==> src/core/fcp_params.svh <==
// Register offsets, field positions, reset values and codes of the PWM block.
`ifndef FCP_PARAMS_SVH
`define FCP_PARAMS_SVH

`define FCP_OFF_MODE     12'h000
`define FCP_OFF_ENA      12'h004
`define FCP_OFF_DIS      12'h008
`define FCP_OFF_STAT     12'h00C
`define FCP_OFF_IER      12'h010
`define FCP_OFF_IDR      12'h014
`define FCP_OFF_IMR      12'h018
`define FCP_OFF_ISR      12'h01C
`define FCP_CH_BASE_HI   5'h04
`define FCP_CH_CMR       5'h00
`define FCP_CH_DUTY      5'h04
`define FCP_CH_PERIOD    5'h08
`define FCP_CH_COUNT     5'h0C
`define FCP_CH_UPDATE    5'h10

`define FCP_MR_DIVIDER_A_FACTOR_LSB  0
`define FCP_MR_DIVIDER_A_SOURCE_SEL_LSB  8
`define FCP_MR_DIVIDER_B_FACTOR_LSB  16
`define FCP_MR_DIVIDER_B_SOURCE_SEL_LSB  24
`define FCP_CMR_CALG     8
`define FCP_CMR_CPOL     9
`define FCP_CMR_CPD      10

`define FCP_SEL_LAST_PRE 4'hA
`define FCP_SEL_DIVIDED_CLOCK_A     4'hB
`define FCP_SEL_DIVIDED_CLOCK_B     4'hC
`define FCP_PRE_TAPS     11
`define FCP_STATE_RESET  '0

`endif

==> src/core/fcp_pkg.sv <==
// Types of the four channel PWM block.
package fcp_pkg;

  typedef struct packed {
    logic [3:0] cpre;
    logic       calg;
    logic       cpol;
    logic       cpd;
  } fcp_cmode_t;

  typedef struct packed {
    fcp_cmode_t  mode;
    logic [15:0] duty;
    logic [15:0] period;
    logic [15:0] upd;
    logic        pend;
    logic [15:0] cnt;
    logic        down;
  } fcp_chan_t;

  typedef struct packed {
    logic [3:0]           divider_a_source_sel;
    logic [7:0]           divider_a_factor;
    logic [3:0]           divider_b_source_sel;
    logic [7:0]           divider_b_factor;
    logic [3:0]           ena;
    logic [3:0]           imr;
    logic [3:0]           isr;
    logic [9:0]           presc;
    logic [7:0]           cnta;
    logic [7:0]           cntb;
    fcp_chan_t [3:0]      ch;
    logic [3:0]           wave;
    logic                 ack;
    logic [31:0]          rdat;
    logic                 irq;
  } fcp_state_t;

endpackage

==> src/core/fcp_pwm.sv <==
// Four channel PWM controller with prescaler, dividers and Wishbone slave.
//
// Our own choices: the Wishbone slave port and the address map.
`timescale 1ns/1ns
`default_nettype none
`include "fcp_params.svh"

module fcp_pwm
  import fcp_pkg::*;
#(
  parameter int ADDR_W = 12
) (
  input  wire logic              mclk_in,
  input  wire logic              sys_rst_in,
  input  wire logic              periph_clk_en_in,
  input  wire logic              wb_cyc_in,
  input  wire logic              wb_stb_in,
  input  wire logic              wb_we_in,
  input  wire logic [ADDR_W-1:0] wb_adr_in,
  input  wire logic [3:0]        wb_sel_in,
  input  wire logic [31:0]       wb_dat_in,
  output logic      [31:0]       wb_dat_out,
  output logic                   wb_ack_out,
  output logic      [3:0]        channel_wave_out,
  output logic                   irq_out
);

  fcp_state_t  st_reg;
  fcp_state_t  st_next;

  logic [`FCP_PRE_TAPS-1:0] pre_tick;
  logic        divided_clock_a_tick;
  logic        divided_clock_b_tick;
  logic [3:0]  ch_tick;
  logic [3:0]  period_end;
  logic        acc;
  logic        wr;
  logic        rd;
  logic [11:0] adr;
  logic        is_ch;
  logic [1:0]  ch_idx;
  logic [4:0]  ch_off;
  logic [31:0] rd_val;
  logic [31:0] mask;
  logic [31:0] wv;
  logic        wr_ctl;

  // Picks one prescaler tap; codes past the last tap give no pulses.
  function automatic logic pick_tap(input logic [`FCP_PRE_TAPS-1:0] t,
                                    input logic [3:0] s);
    logic r;
    r = 1'b0;
    for (int j = 0; j < `FCP_PRE_TAPS; j++) begin
      if (s == 4'(j)) begin
        r = t[j];
      end
    end
    return r;
  endfunction

  // All divided clocks are enables on mclk_in, so no derived clock nets.
  assign pre_tick[0] = periph_clk_en_in;
  genvar k;
  generate
    for (k = 1; k < `FCP_PRE_TAPS; k++) begin : g_tap
      assign pre_tick[k] = periph_clk_en_in & (&st_reg.presc[k-1:0]);
    end
  endgenerate

  assign divided_clock_a_tick = (st_reg.divider_a_factor != 8'h00) &&
                     pick_tap(pre_tick, st_reg.divider_a_source_sel) &&
                     (st_reg.cnta == st_reg.divider_a_factor - 8'h01);
  assign divided_clock_b_tick = (st_reg.divider_b_factor != 8'h00) &&
                     pick_tap(pre_tick, st_reg.divider_b_source_sel) &&
                     (st_reg.cntb == st_reg.divider_b_factor - 8'h01);

  generate
    for (k = 0; k < 4; k++) begin : g_sel
      assign ch_tick[k] =
        (st_reg.ch[k].mode.cpre == `FCP_SEL_DIVIDED_CLOCK_A) ? divided_clock_a_tick :
        (st_reg.ch[k].mode.cpre == `FCP_SEL_DIVIDED_CLOCK_B) ? divided_clock_b_tick :
        pick_tap(pre_tick, st_reg.ch[k].mode.cpre);
    end
  endgenerate

  // Bus decode; the access is taken in the cycle before ack is raised.
  assign acc    = wb_cyc_in & wb_stb_in & ~st_reg.ack;
  assign wr     = acc & wb_we_in;
  assign rd     = acc & ~wb_we_in;
  assign adr    = 12'(wb_adr_in) & 12'hFFC;
  assign is_ch  = (adr[11:7] == `FCP_CH_BASE_HI);
  assign ch_idx = adr[6:5];
  assign ch_off = adr[4:0];
  assign mask   = {{8{wb_sel_in[3]}}, {8{wb_sel_in[2]}},
                   {8{wb_sel_in[1]}}, {8{wb_sel_in[0]}}};
  assign wv     = (rd_val & ~mask) | (wb_dat_in & mask);
  assign wr_ctl = wr && !is_ch &&
                  (adr == `FCP_OFF_ENA || adr == `FCP_OFF_DIS);

  always_comb begin
    rd_val = 32'h0000_0000;
    if (is_ch) begin
      case (ch_off)
        `FCP_CH_CMR: begin
          rd_val[3:0]            = st_reg.ch[ch_idx].mode.cpre;
          rd_val[`FCP_CMR_CALG]  = st_reg.ch[ch_idx].mode.calg;
          rd_val[`FCP_CMR_CPOL]  = st_reg.ch[ch_idx].mode.cpol;
          rd_val[`FCP_CMR_CPD]   = st_reg.ch[ch_idx].mode.cpd;
        end
        `FCP_CH_DUTY:   rd_val[15:0] = st_reg.ch[ch_idx].duty;
        `FCP_CH_PERIOD: rd_val[15:0] = st_reg.ch[ch_idx].period;
        `FCP_CH_COUNT:  rd_val[15:0] = st_reg.ch[ch_idx].cnt;
        default:        rd_val = 32'h0000_0000;
      endcase
    end else begin
      case (adr)
        `FCP_OFF_MODE: begin
          rd_val[`FCP_MR_DIVIDER_A_FACTOR_LSB +: 8] = st_reg.divider_a_factor;
          rd_val[`FCP_MR_DIVIDER_A_SOURCE_SEL_LSB +: 4] = st_reg.divider_a_source_sel;
          rd_val[`FCP_MR_DIVIDER_B_FACTOR_LSB +: 8] = st_reg.divider_b_factor;
          rd_val[`FCP_MR_DIVIDER_B_SOURCE_SEL_LSB +: 4] = st_reg.divider_b_source_sel;
        end
        `FCP_OFF_STAT: rd_val[3:0] = st_reg.ena;
        `FCP_OFF_IMR:  rd_val[3:0] = st_reg.imr;
        `FCP_OFF_ISR:  rd_val[3:0] = st_reg.isr;
        default:       rd_val = 32'h0000_0000;
      endcase
    end
  end

  always_comb begin
    st_next    = st_reg;
    period_end = 4'h0;

    // The prescaler holds its phase while the peripheral clock is off.
    if (periph_clk_en_in) begin
      st_next.presc = st_reg.presc + 10'h001;
    end
    if (st_reg.divider_a_factor != 8'h00 && pick_tap(pre_tick, st_reg.divider_a_source_sel)) begin
      st_next.cnta = divided_clock_a_tick ? 8'h00 : st_reg.cnta + 8'h01;
    end
    if (st_reg.divider_b_factor != 8'h00 && pick_tap(pre_tick, st_reg.divider_b_source_sel)) begin
      st_next.cntb = divided_clock_b_tick ? 8'h00 : st_reg.cntb + 8'h01;
    end

    for (int i = 0; i < 4; i++) begin
      if (st_reg.ena[i] && ch_tick[i]) begin
        if (st_reg.ch[i].period == 16'h0000) begin
          period_end[i] = 1'b1;
        end else if (!st_reg.ch[i].mode.calg) begin
          if (st_reg.ch[i].cnt >= st_reg.ch[i].period - 16'h0001) begin
            period_end[i] = 1'b1;
          end else begin
            st_next.ch[i].cnt = st_reg.ch[i].cnt + 16'h0001;
          end
        end else if (!st_reg.ch[i].down) begin
          st_next.ch[i].cnt = st_reg.ch[i].cnt + 16'h0001;
          if (st_reg.ch[i].cnt + 16'h0001 >= st_reg.ch[i].period) begin
            st_next.ch[i].down = 1'b1;
          end
        end else if (st_reg.ch[i].cnt <= 16'h0001) begin
          period_end[i] = 1'b1;
        end else begin
          st_next.ch[i].cnt = st_reg.ch[i].cnt - 16'h0001;
        end
        if (period_end[i]) begin
          st_next.ch[i].cnt  = 16'h0000;
          st_next.ch[i].down = 1'b0;
          if (st_reg.ch[i].pend) begin
            st_next.ch[i].pend = 1'b0;
            if (st_reg.ch[i].mode.cpd) begin
              st_next.ch[i].period = st_reg.ch[i].upd;
            end else begin
              st_next.ch[i].duty = st_reg.ch[i].upd;
            end
          end
        end
      end
    end

    // Register writes do not depend on the peripheral clock enable.
    if (wr && is_ch) begin
      case (ch_off)
        `FCP_CH_CMR: begin
          // Mode bits are frozen while the channel runs.
          if (!st_reg.ena[ch_idx]) begin
            st_next.ch[ch_idx].mode.cpre = wv[3:0];
            st_next.ch[ch_idx].mode.calg = wv[`FCP_CMR_CALG];
            st_next.ch[ch_idx].mode.cpol = wv[`FCP_CMR_CPOL];
            st_next.ch[ch_idx].mode.cpd  = wv[`FCP_CMR_CPD];
          end
        end
        `FCP_CH_DUTY: begin
          if (!st_reg.ena[ch_idx]) begin
            st_next.ch[ch_idx].duty = wv[15:0];
          end
        end
        `FCP_CH_PERIOD: begin
          if (!st_reg.ena[ch_idx]) begin
            st_next.ch[ch_idx].period = wv[15:0];
          end
        end
        `FCP_CH_UPDATE: begin
          st_next.ch[ch_idx].upd  = wv[15:0];
          st_next.ch[ch_idx].pend = 1'b1;
        end
        default: begin
        end
      endcase
    end else if (wr) begin
      case (adr)
        `FCP_OFF_MODE: begin
          st_next.divider_a_factor = wv[`FCP_MR_DIVIDER_A_FACTOR_LSB +: 8];
          st_next.divider_a_source_sel = wv[`FCP_MR_DIVIDER_A_SOURCE_SEL_LSB +: 4];
          st_next.divider_b_factor = wv[`FCP_MR_DIVIDER_B_FACTOR_LSB +: 8];
          st_next.divider_b_source_sel = wv[`FCP_MR_DIVIDER_B_SOURCE_SEL_LSB +: 4];
          st_next.cnta = 8'h00;
          st_next.cntb = 8'h00;
        end
        `FCP_OFF_ENA: begin
          // Several bits in one write start those channels together.
          for (int i = 0; i < 4; i++) begin
            if (wv[i] && !st_reg.ena[i]) begin
              st_next.ena[i]     = 1'b1;
              st_next.ch[i].cnt  = 16'h0000;
              st_next.ch[i].down = 1'b0;
            end
          end
        end
        `FCP_OFF_DIS: st_next.ena = st_reg.ena & ~wv[3:0];
        `FCP_OFF_IER: st_next.imr = st_reg.imr | wv[3:0];
        `FCP_OFF_IDR: st_next.imr = st_reg.imr & ~wv[3:0];
        default: begin
        end
      endcase
    end

    // A period end in the same cycle as the status read survives it.
    if (rd && !is_ch && adr == `FCP_OFF_ISR) begin
      st_next.isr = 4'h0;
    end
    st_next.isr = st_next.isr | (period_end & st_reg.ena);

    // The pin is registered, so it trails the counter by one cycle.
    for (int i = 0; i < 4; i++) begin
      if (!st_reg.ena[i]) begin
        st_next.wave[i] = st_reg.ch[i].mode.cpol;
      end else if (st_reg.ch[i].cnt < st_reg.ch[i].duty) begin
        st_next.wave[i] = st_reg.ch[i].mode.cpol;
      end else begin
        st_next.wave[i] = ~st_reg.ch[i].mode.cpol;
      end
    end

    st_next.ack  = acc;
    st_next.rdat = rd ? rd_val : 32'h0000_0000;
    st_next.irq  = |(st_next.isr & st_next.imr);
  end

  always_ff @(posedge mclk_in or posedge sys_rst_in) begin
    if (sys_rst_in) begin
      st_reg <= `FCP_STATE_RESET;
    end else begin
      st_reg <= st_next;
    end
  end

  assign wb_dat_out       = st_reg.rdat;
  assign wb_ack_out       = st_reg.ack;
  assign channel_wave_out = st_reg.wave;
  assign irq_out          = st_reg.irq;
endmodule
`default_nettype wire

==> config.mk <==
export PLATFORM = sky130hd
export DESIGN_NAME = fcp_pwm
export DESIGN_NICKNAME = d
export VERILOG_FILES = /design/src/core/fcp_pkg.sv /design/src/core/fcp_pwm.sv
export VERILOG_INCLUDE_DIRS = /design/src /design/src/core
export SDC_FILE = /design/constraint.sdc
export NUM_CORES = 2
export LEC_CHECK = 0
export BUFFER_PORTS_ARGS = -buffer_cell sky130_fd_sc_hd__buf_4
export CELL_PAD_IN_SITES_DETAIL_PLACEMENT = 0
export CELL_PAD_IN_SITES_GLOBAL_PLACEMENT = 1
export CORE_AREA = 2 2 246 248
export DETAILED_ROUTE_END_ITERATION = 8
export DIE_AREA = 0 0 248 250
export PLACE_DENSITY_LB_ADDON = 0.1
export SYNTH_ARGS = -nofsm -noshare
export SYNTH_HDL_FRONTEND = slang
export SYNTH_SLANG_ARGS = --single-unit
==> constraint.sdc <==
create_clock -name mclk_in -period 34.3 [get_ports mclk_in]
set_clock_uncertainty 0.1 [all_clocks]
set_input_delay 1.715 -clock mclk_in [delete_from_list [all_inputs] [get_ports mclk_in]]
set_output_delay 1.715 -clock mclk_in [all_outputs]
set_load 0.02 [all_outputs]
# --- Word-level counts from Yosys, hierarchy flattened ---
# Index checks and enable logic that the tools add are counted.
op_classes:
  n_addsub: 17
  n_lt_le_gt_ge: 18
  n_eq_ne: 89
  muxes: 247
  n_bitwise: 32
  reduce_logical: 53
op_table:
  columns: ["op", "n"]
  rows:
  - ["$bwmux W292", 8]
  - ["$demux W73 S2", 8]
  - ["$pmux W292 S4", 1]
  - ["$mux W292", 3]
  - ["$mux W16", 27]
  - ["$mux W32", 13]
  - ["$mux W17", 20]
  - ["$mux W49", 4]
  - ["$mux W18", 9]
  - ["$bmux W73 S2", 1]
  - ["$mux W73", 2]
  - ["$ge A16 B16 Y1", 8]
  - ["$sub A16 B1 Y16 const B", 8]
  - ["$mux W1", 127]
  - ["$eq A4 B4 Y1 const B", 26]
  - ["$eq A4 B3 Y1 const B", 24]
  - ["$mux W69", 1]
  - ["$mux W68", 1]
  - ["$mux W67", 1]
  - ["$mux W66", 1]
  - ["$add A16 B1 Y16 const B", 4]
  - ["$le A16 B1 Y1 const B", 4]
  - ["$logic_not A16 Y1", 4]
  - ["$lt A16 B16 Y1", 4]
  - ["other kinds (55)", 147]
word_totals:
  register_bits: 392
  inputBits: 54
  output_inout_bits: 38

# --- Logic depth before layout (Yosys ltp) ---
depth:
  word_depth: 27
  depth_mapped: 20

# --- Least setup slack after synthesis ---
# Ideal clock, no wire load.
synth_timing:
  kind: "input-to-reg"
  startpoint: "input port wb_adr_in[5]"
  endpoint: "register st_reg[101] in the netlist's numbering"
  setup_ns: 0.080
  arrival_ns: 5.057
  setup_slack_ns: 29.063
  cell_stages: 10
  n_path_buf: 6
  path_cell_list: "clkbuf_1 > buf_2 > buf_2 > buf_2 > mux4_2 > or2_2 > clkbuf_1 > nor3_1 > buf_4 > mux2i_1"
synth_rtl:
  columns: ["element", "line_no", "text"]
  rows:
  - ["start: declaration", "fcp_pwm.sv:19", "input wire logic [ADDR_W-1:0] wb_adr_in,"]
  - ["end signal: assignment", "fcp_pwm.sv:262", "st_reg <= `FCP_STATE_RESET;"]
  - ["end signal: assignment", "fcp_pwm.sv:264", "st_reg <= st_next;"]
  - ["end: declaration", "fcp_pwm.sv:28", "fcp_state_t st_reg;"]

==> flow_summary.toml <==
[floorplan]
die_area_um2 = 62000
boundaryPins = 92
start_util_pct = 49.22
core_um2 = 59570
die-height_um = 250
rows = 90
die_x_um = 248

[pwr]
power.net_switching_mw = 0.3429
power_density_nw_per_um2 = 38.09
leakagePower_nw = 15.13
p_clk_share_pct = 46.6
switching_share_pct = 27.99
worst_ir_drop_vdd_v = 0.00004253
p_int_mw = 0.8824
p_seq_share_pct = 40.4
comb_power_share_pct = 13.0

[sta]
max_freq_ghz = 0.1682
slew_violations = 0
setup_tns_ns = 0
slew_headroom_pct = 14.57
finalCriticalPeriod_ns = 5.947
finalCritPeriodShare_pct = 17.34
rsz0062_at_grt = "no"
setup_viol = 0
worstMarginPinSlew_ns = 1.278
final_hold_viol_count = 0

[logic_synthesis]
async_reset_ff_share_pct = 100.0
syn_area_um2 = 29320
yosys_register_bits = 388
synth_cell_type_count = 87
synth_ff_type = "dfrtp_1"
syn_inst = 3244
yosysSeqAreaShare_pct = 33.11
synth-edff-count = 0
postSynthAreaPerCell_um2 = 9.039
yosys_warnings = 0

[drt]
drc_errors = 0
via_per_inst = 6.408
dr.pass1.iters = 7
num_vias = 25800
routed_wl_um = 102000
wl_per_cell_um = 25.32
drtIter0Drc = 2415
final_antenna_net_count = 0

[worst_hold_path]
whs_path_depth = 1
hold_path_end = "st_reg[355]$_DFFE_PP0P_"
hold_class = "reg -> reg"
holdCritStartpoint = "st_reg[355]$_DFFE_PP0P_"

[clock_network]
hold_buffers = 0
post-cts-setup-buffers = 0
htree_num_levels = 2
cts_inserted_buffers = 48
cts_max_path_buffers = 3
post_cts_resized = 0
cts_sinks = 388
clock_latency_ns = 0.60
cts_tree = "built"
cts_root_buf = "clkbuf_16"
clk_pin_slew_ns = 0.06

[cells_and_area]
area_growth_pct = 9.699
multiInputGateArea_um2 = 17940
largest_reg_flops = 354
drive_above_1_share_pct = 10.86
fillCellCount = 5448
final_cells = 4026
nNetsFinal = 3470
seq_area_um2 = 9709

[grt]
grt_pass1_wl_um = 155000
met1_usage_pct = 45.73
grt.overflow.total = 0
top_usage_layer = "met2"
antenna_found_initial = 1
grt_pass1_vias = 25020
grt_use_met2_pct = 50.38
track_usage_pct = 32.90
grt_max_degree = 122
grt_use_met3_pct = 5.022

[critical_path]
crit_fanout = 26
r2r_cells = 10
arrival_ns = 6.27
rrSetupSlack_ns = 28.38
crit_type = "in -> reg"
r2r-end = "st_reg[200]$_DFF_PP0_"
worstPathRequired_ns = 34.62
rr_startpoint = "st_reg[346]$_DFFE_PP0P_"
cp-end-kind = "register"
start_kind = "input port"

[placement]
dp_cells = 3934
portBuffers = 81
place.gp.congestion = 0.9384
dp.final_hpwl_um = 75320

[job]
maxCapViolCount = 0

[outcome]
status = "complete, no violations"
cells by family after synthesis:
family	after synthesis	synth area share, %
fa+ha+maj	214	9.132
mux	330	14.03
xor+xnor	173	5.167
buf+inv	421	6.042
flops	388	33.11
simple gates	1017	17.45
other cells	1	0.01279
compound gates	700	15.05
metrics by stage:
step | instance area, um2 | worst slack, ns | power, mW | utilization (%) | hold slack, ns
after floorplan | 29330 | 21.70 | 0.6067 | - | 0.3456
after global placement | 30390 | 27.95 | 0.6569 | 51.02 | 0.3636
after detailed placement | 30390 | 27.91 | 0.6599 | 51.02 | 0.3638
after CTS | 32160 | 28.51 | 1.231 | 53.98 | 0.3785
after global routing | 32160 | 28.14 | 1.271 | 53.98 | 0.4282
final | 32170 | 28.35 | 1.225 | 54.00 | 0.3796
worst max-delay path by stage:
stage,start,end,cells after the start
finish,periph_clk_en_in,st_reg[200]$_DFF_PP0_,10
global route,periph_clk_en_in,st_reg[194]$_DFF_PP0_,10
CTS,st_reg[346]$_DFFE_PP0P_,st_reg[200]$_DFF_PP0_,10
detailed placement,periph_clk_en_in,st_reg[197]$_DFF_PP0_,10
global placement,periph_clk_en_in,st_reg[197]$_DFF_PP0_,10
floorplan,sys_rst_in,channel_wave_out[0]$_DFF_PP0_,1
power by group through the flow:
stage | Combinational [mW] | Clock [mW] | Sequential (mW)
after floorplan | 0.120 | 0 | 0.487
after global placement | 0.154 | 0 | 0.502
after detailed placement | 0.157 | 0 | 0.503
after CTS | 0.158 | 0.579 | 0.494
after global routing | 0.176 | 0.598 | 0.497
final | 0.159 | 0.571 | 0.495
worst max-delay path, stage by stage:
cell and delay (ns):
buf_4 0.27, nand4_1 0.13, nor3_1 0.93, o41ai_1 0.15, a21o_1 0.20, or3b_1 0.53
a41oi_2 0.53, nand2_1 0.54, o21bai_1 1.09, nor3_1 0.15
Yosys cell counts, drive strengths merged, types with 10 or more instances:
master,count,share of area [%]
a211oi,28,0.72
a21boi,10,0.26
a21o,32,0.82
a21oi,149,2.5
a22oi,55,1.4
a31oi,29,0.62
and2,23,0.49
and3,38,0.81
and4,13,0.39
buf,65,1.5
clkbuf,172,2.2
dfrtp,388,33
ha,214,9.1
inv,183,2.3
mux2,19,0.73
mux2i,248,8.5
mux4,63,4.8
nand2,300,3.8
nand2b,36,0.77
nand3,77,1.3
nand3b,13,0.33
nand4,52,1.1
nand4b,12,0.36
nor2,186,2.4
nor2b,45,0.96
nor3,103,1.8
nor3b,14,0.36
nor4,33,0.73
o2111ai,10,0.30
o211ai,10,0.26
o21a,16,0.41
o21ai,230,3.9
o21bai,11,0.28
o22ai,17,0.36
o31ai,13,0.33
or3,32,0.68
or4,18,0.46
xnor2,117,3.5
xor2,56,1.7
cells in the final DEF, fill, tap and decap left out, types with 55 or more instances in the layout:
cell type	Yosys	final
a21oi_1	149	149
a22oi_1	55	55
buf_4	41	142
dfrtp_1	388	388
ha_1	214	214
inv_1	182	181
mux2i_1	248	237
mux4_2	63	63
nand2_1	300	300
nand3_1	76	76
nor2_1	186	184
nor3_1	102	100
o21ai_0	227	226
xnor2_1	117	117
xor2_1	56	56
per-layer routing:
metal | part of all wire [%] | routed length, um | up-vias
met5 | 0 | 0 | -
met4 | 5.0 | 5093 | 0
met3 | 7.1 | 7244 | 231
met2 | 45 | 45540 | 1014
met1 | 43 | 44080 | 12920
li1 | - | - | 11630
layout make-up:
class | instances | area share (%)
flip-flops and latches | 388 | 30.19
well taps | 782 | 3.042
repair buffers | 142 | 3.314
multi-input cells | 2438 | 55.77
diodes | 3 | 0.02334
clock inverters | 29 | 1.330
clock buffers | 60 | 4.162
inverters | 184 | 2.171
No activity file was read; power rests on OpenSTA's default activity.
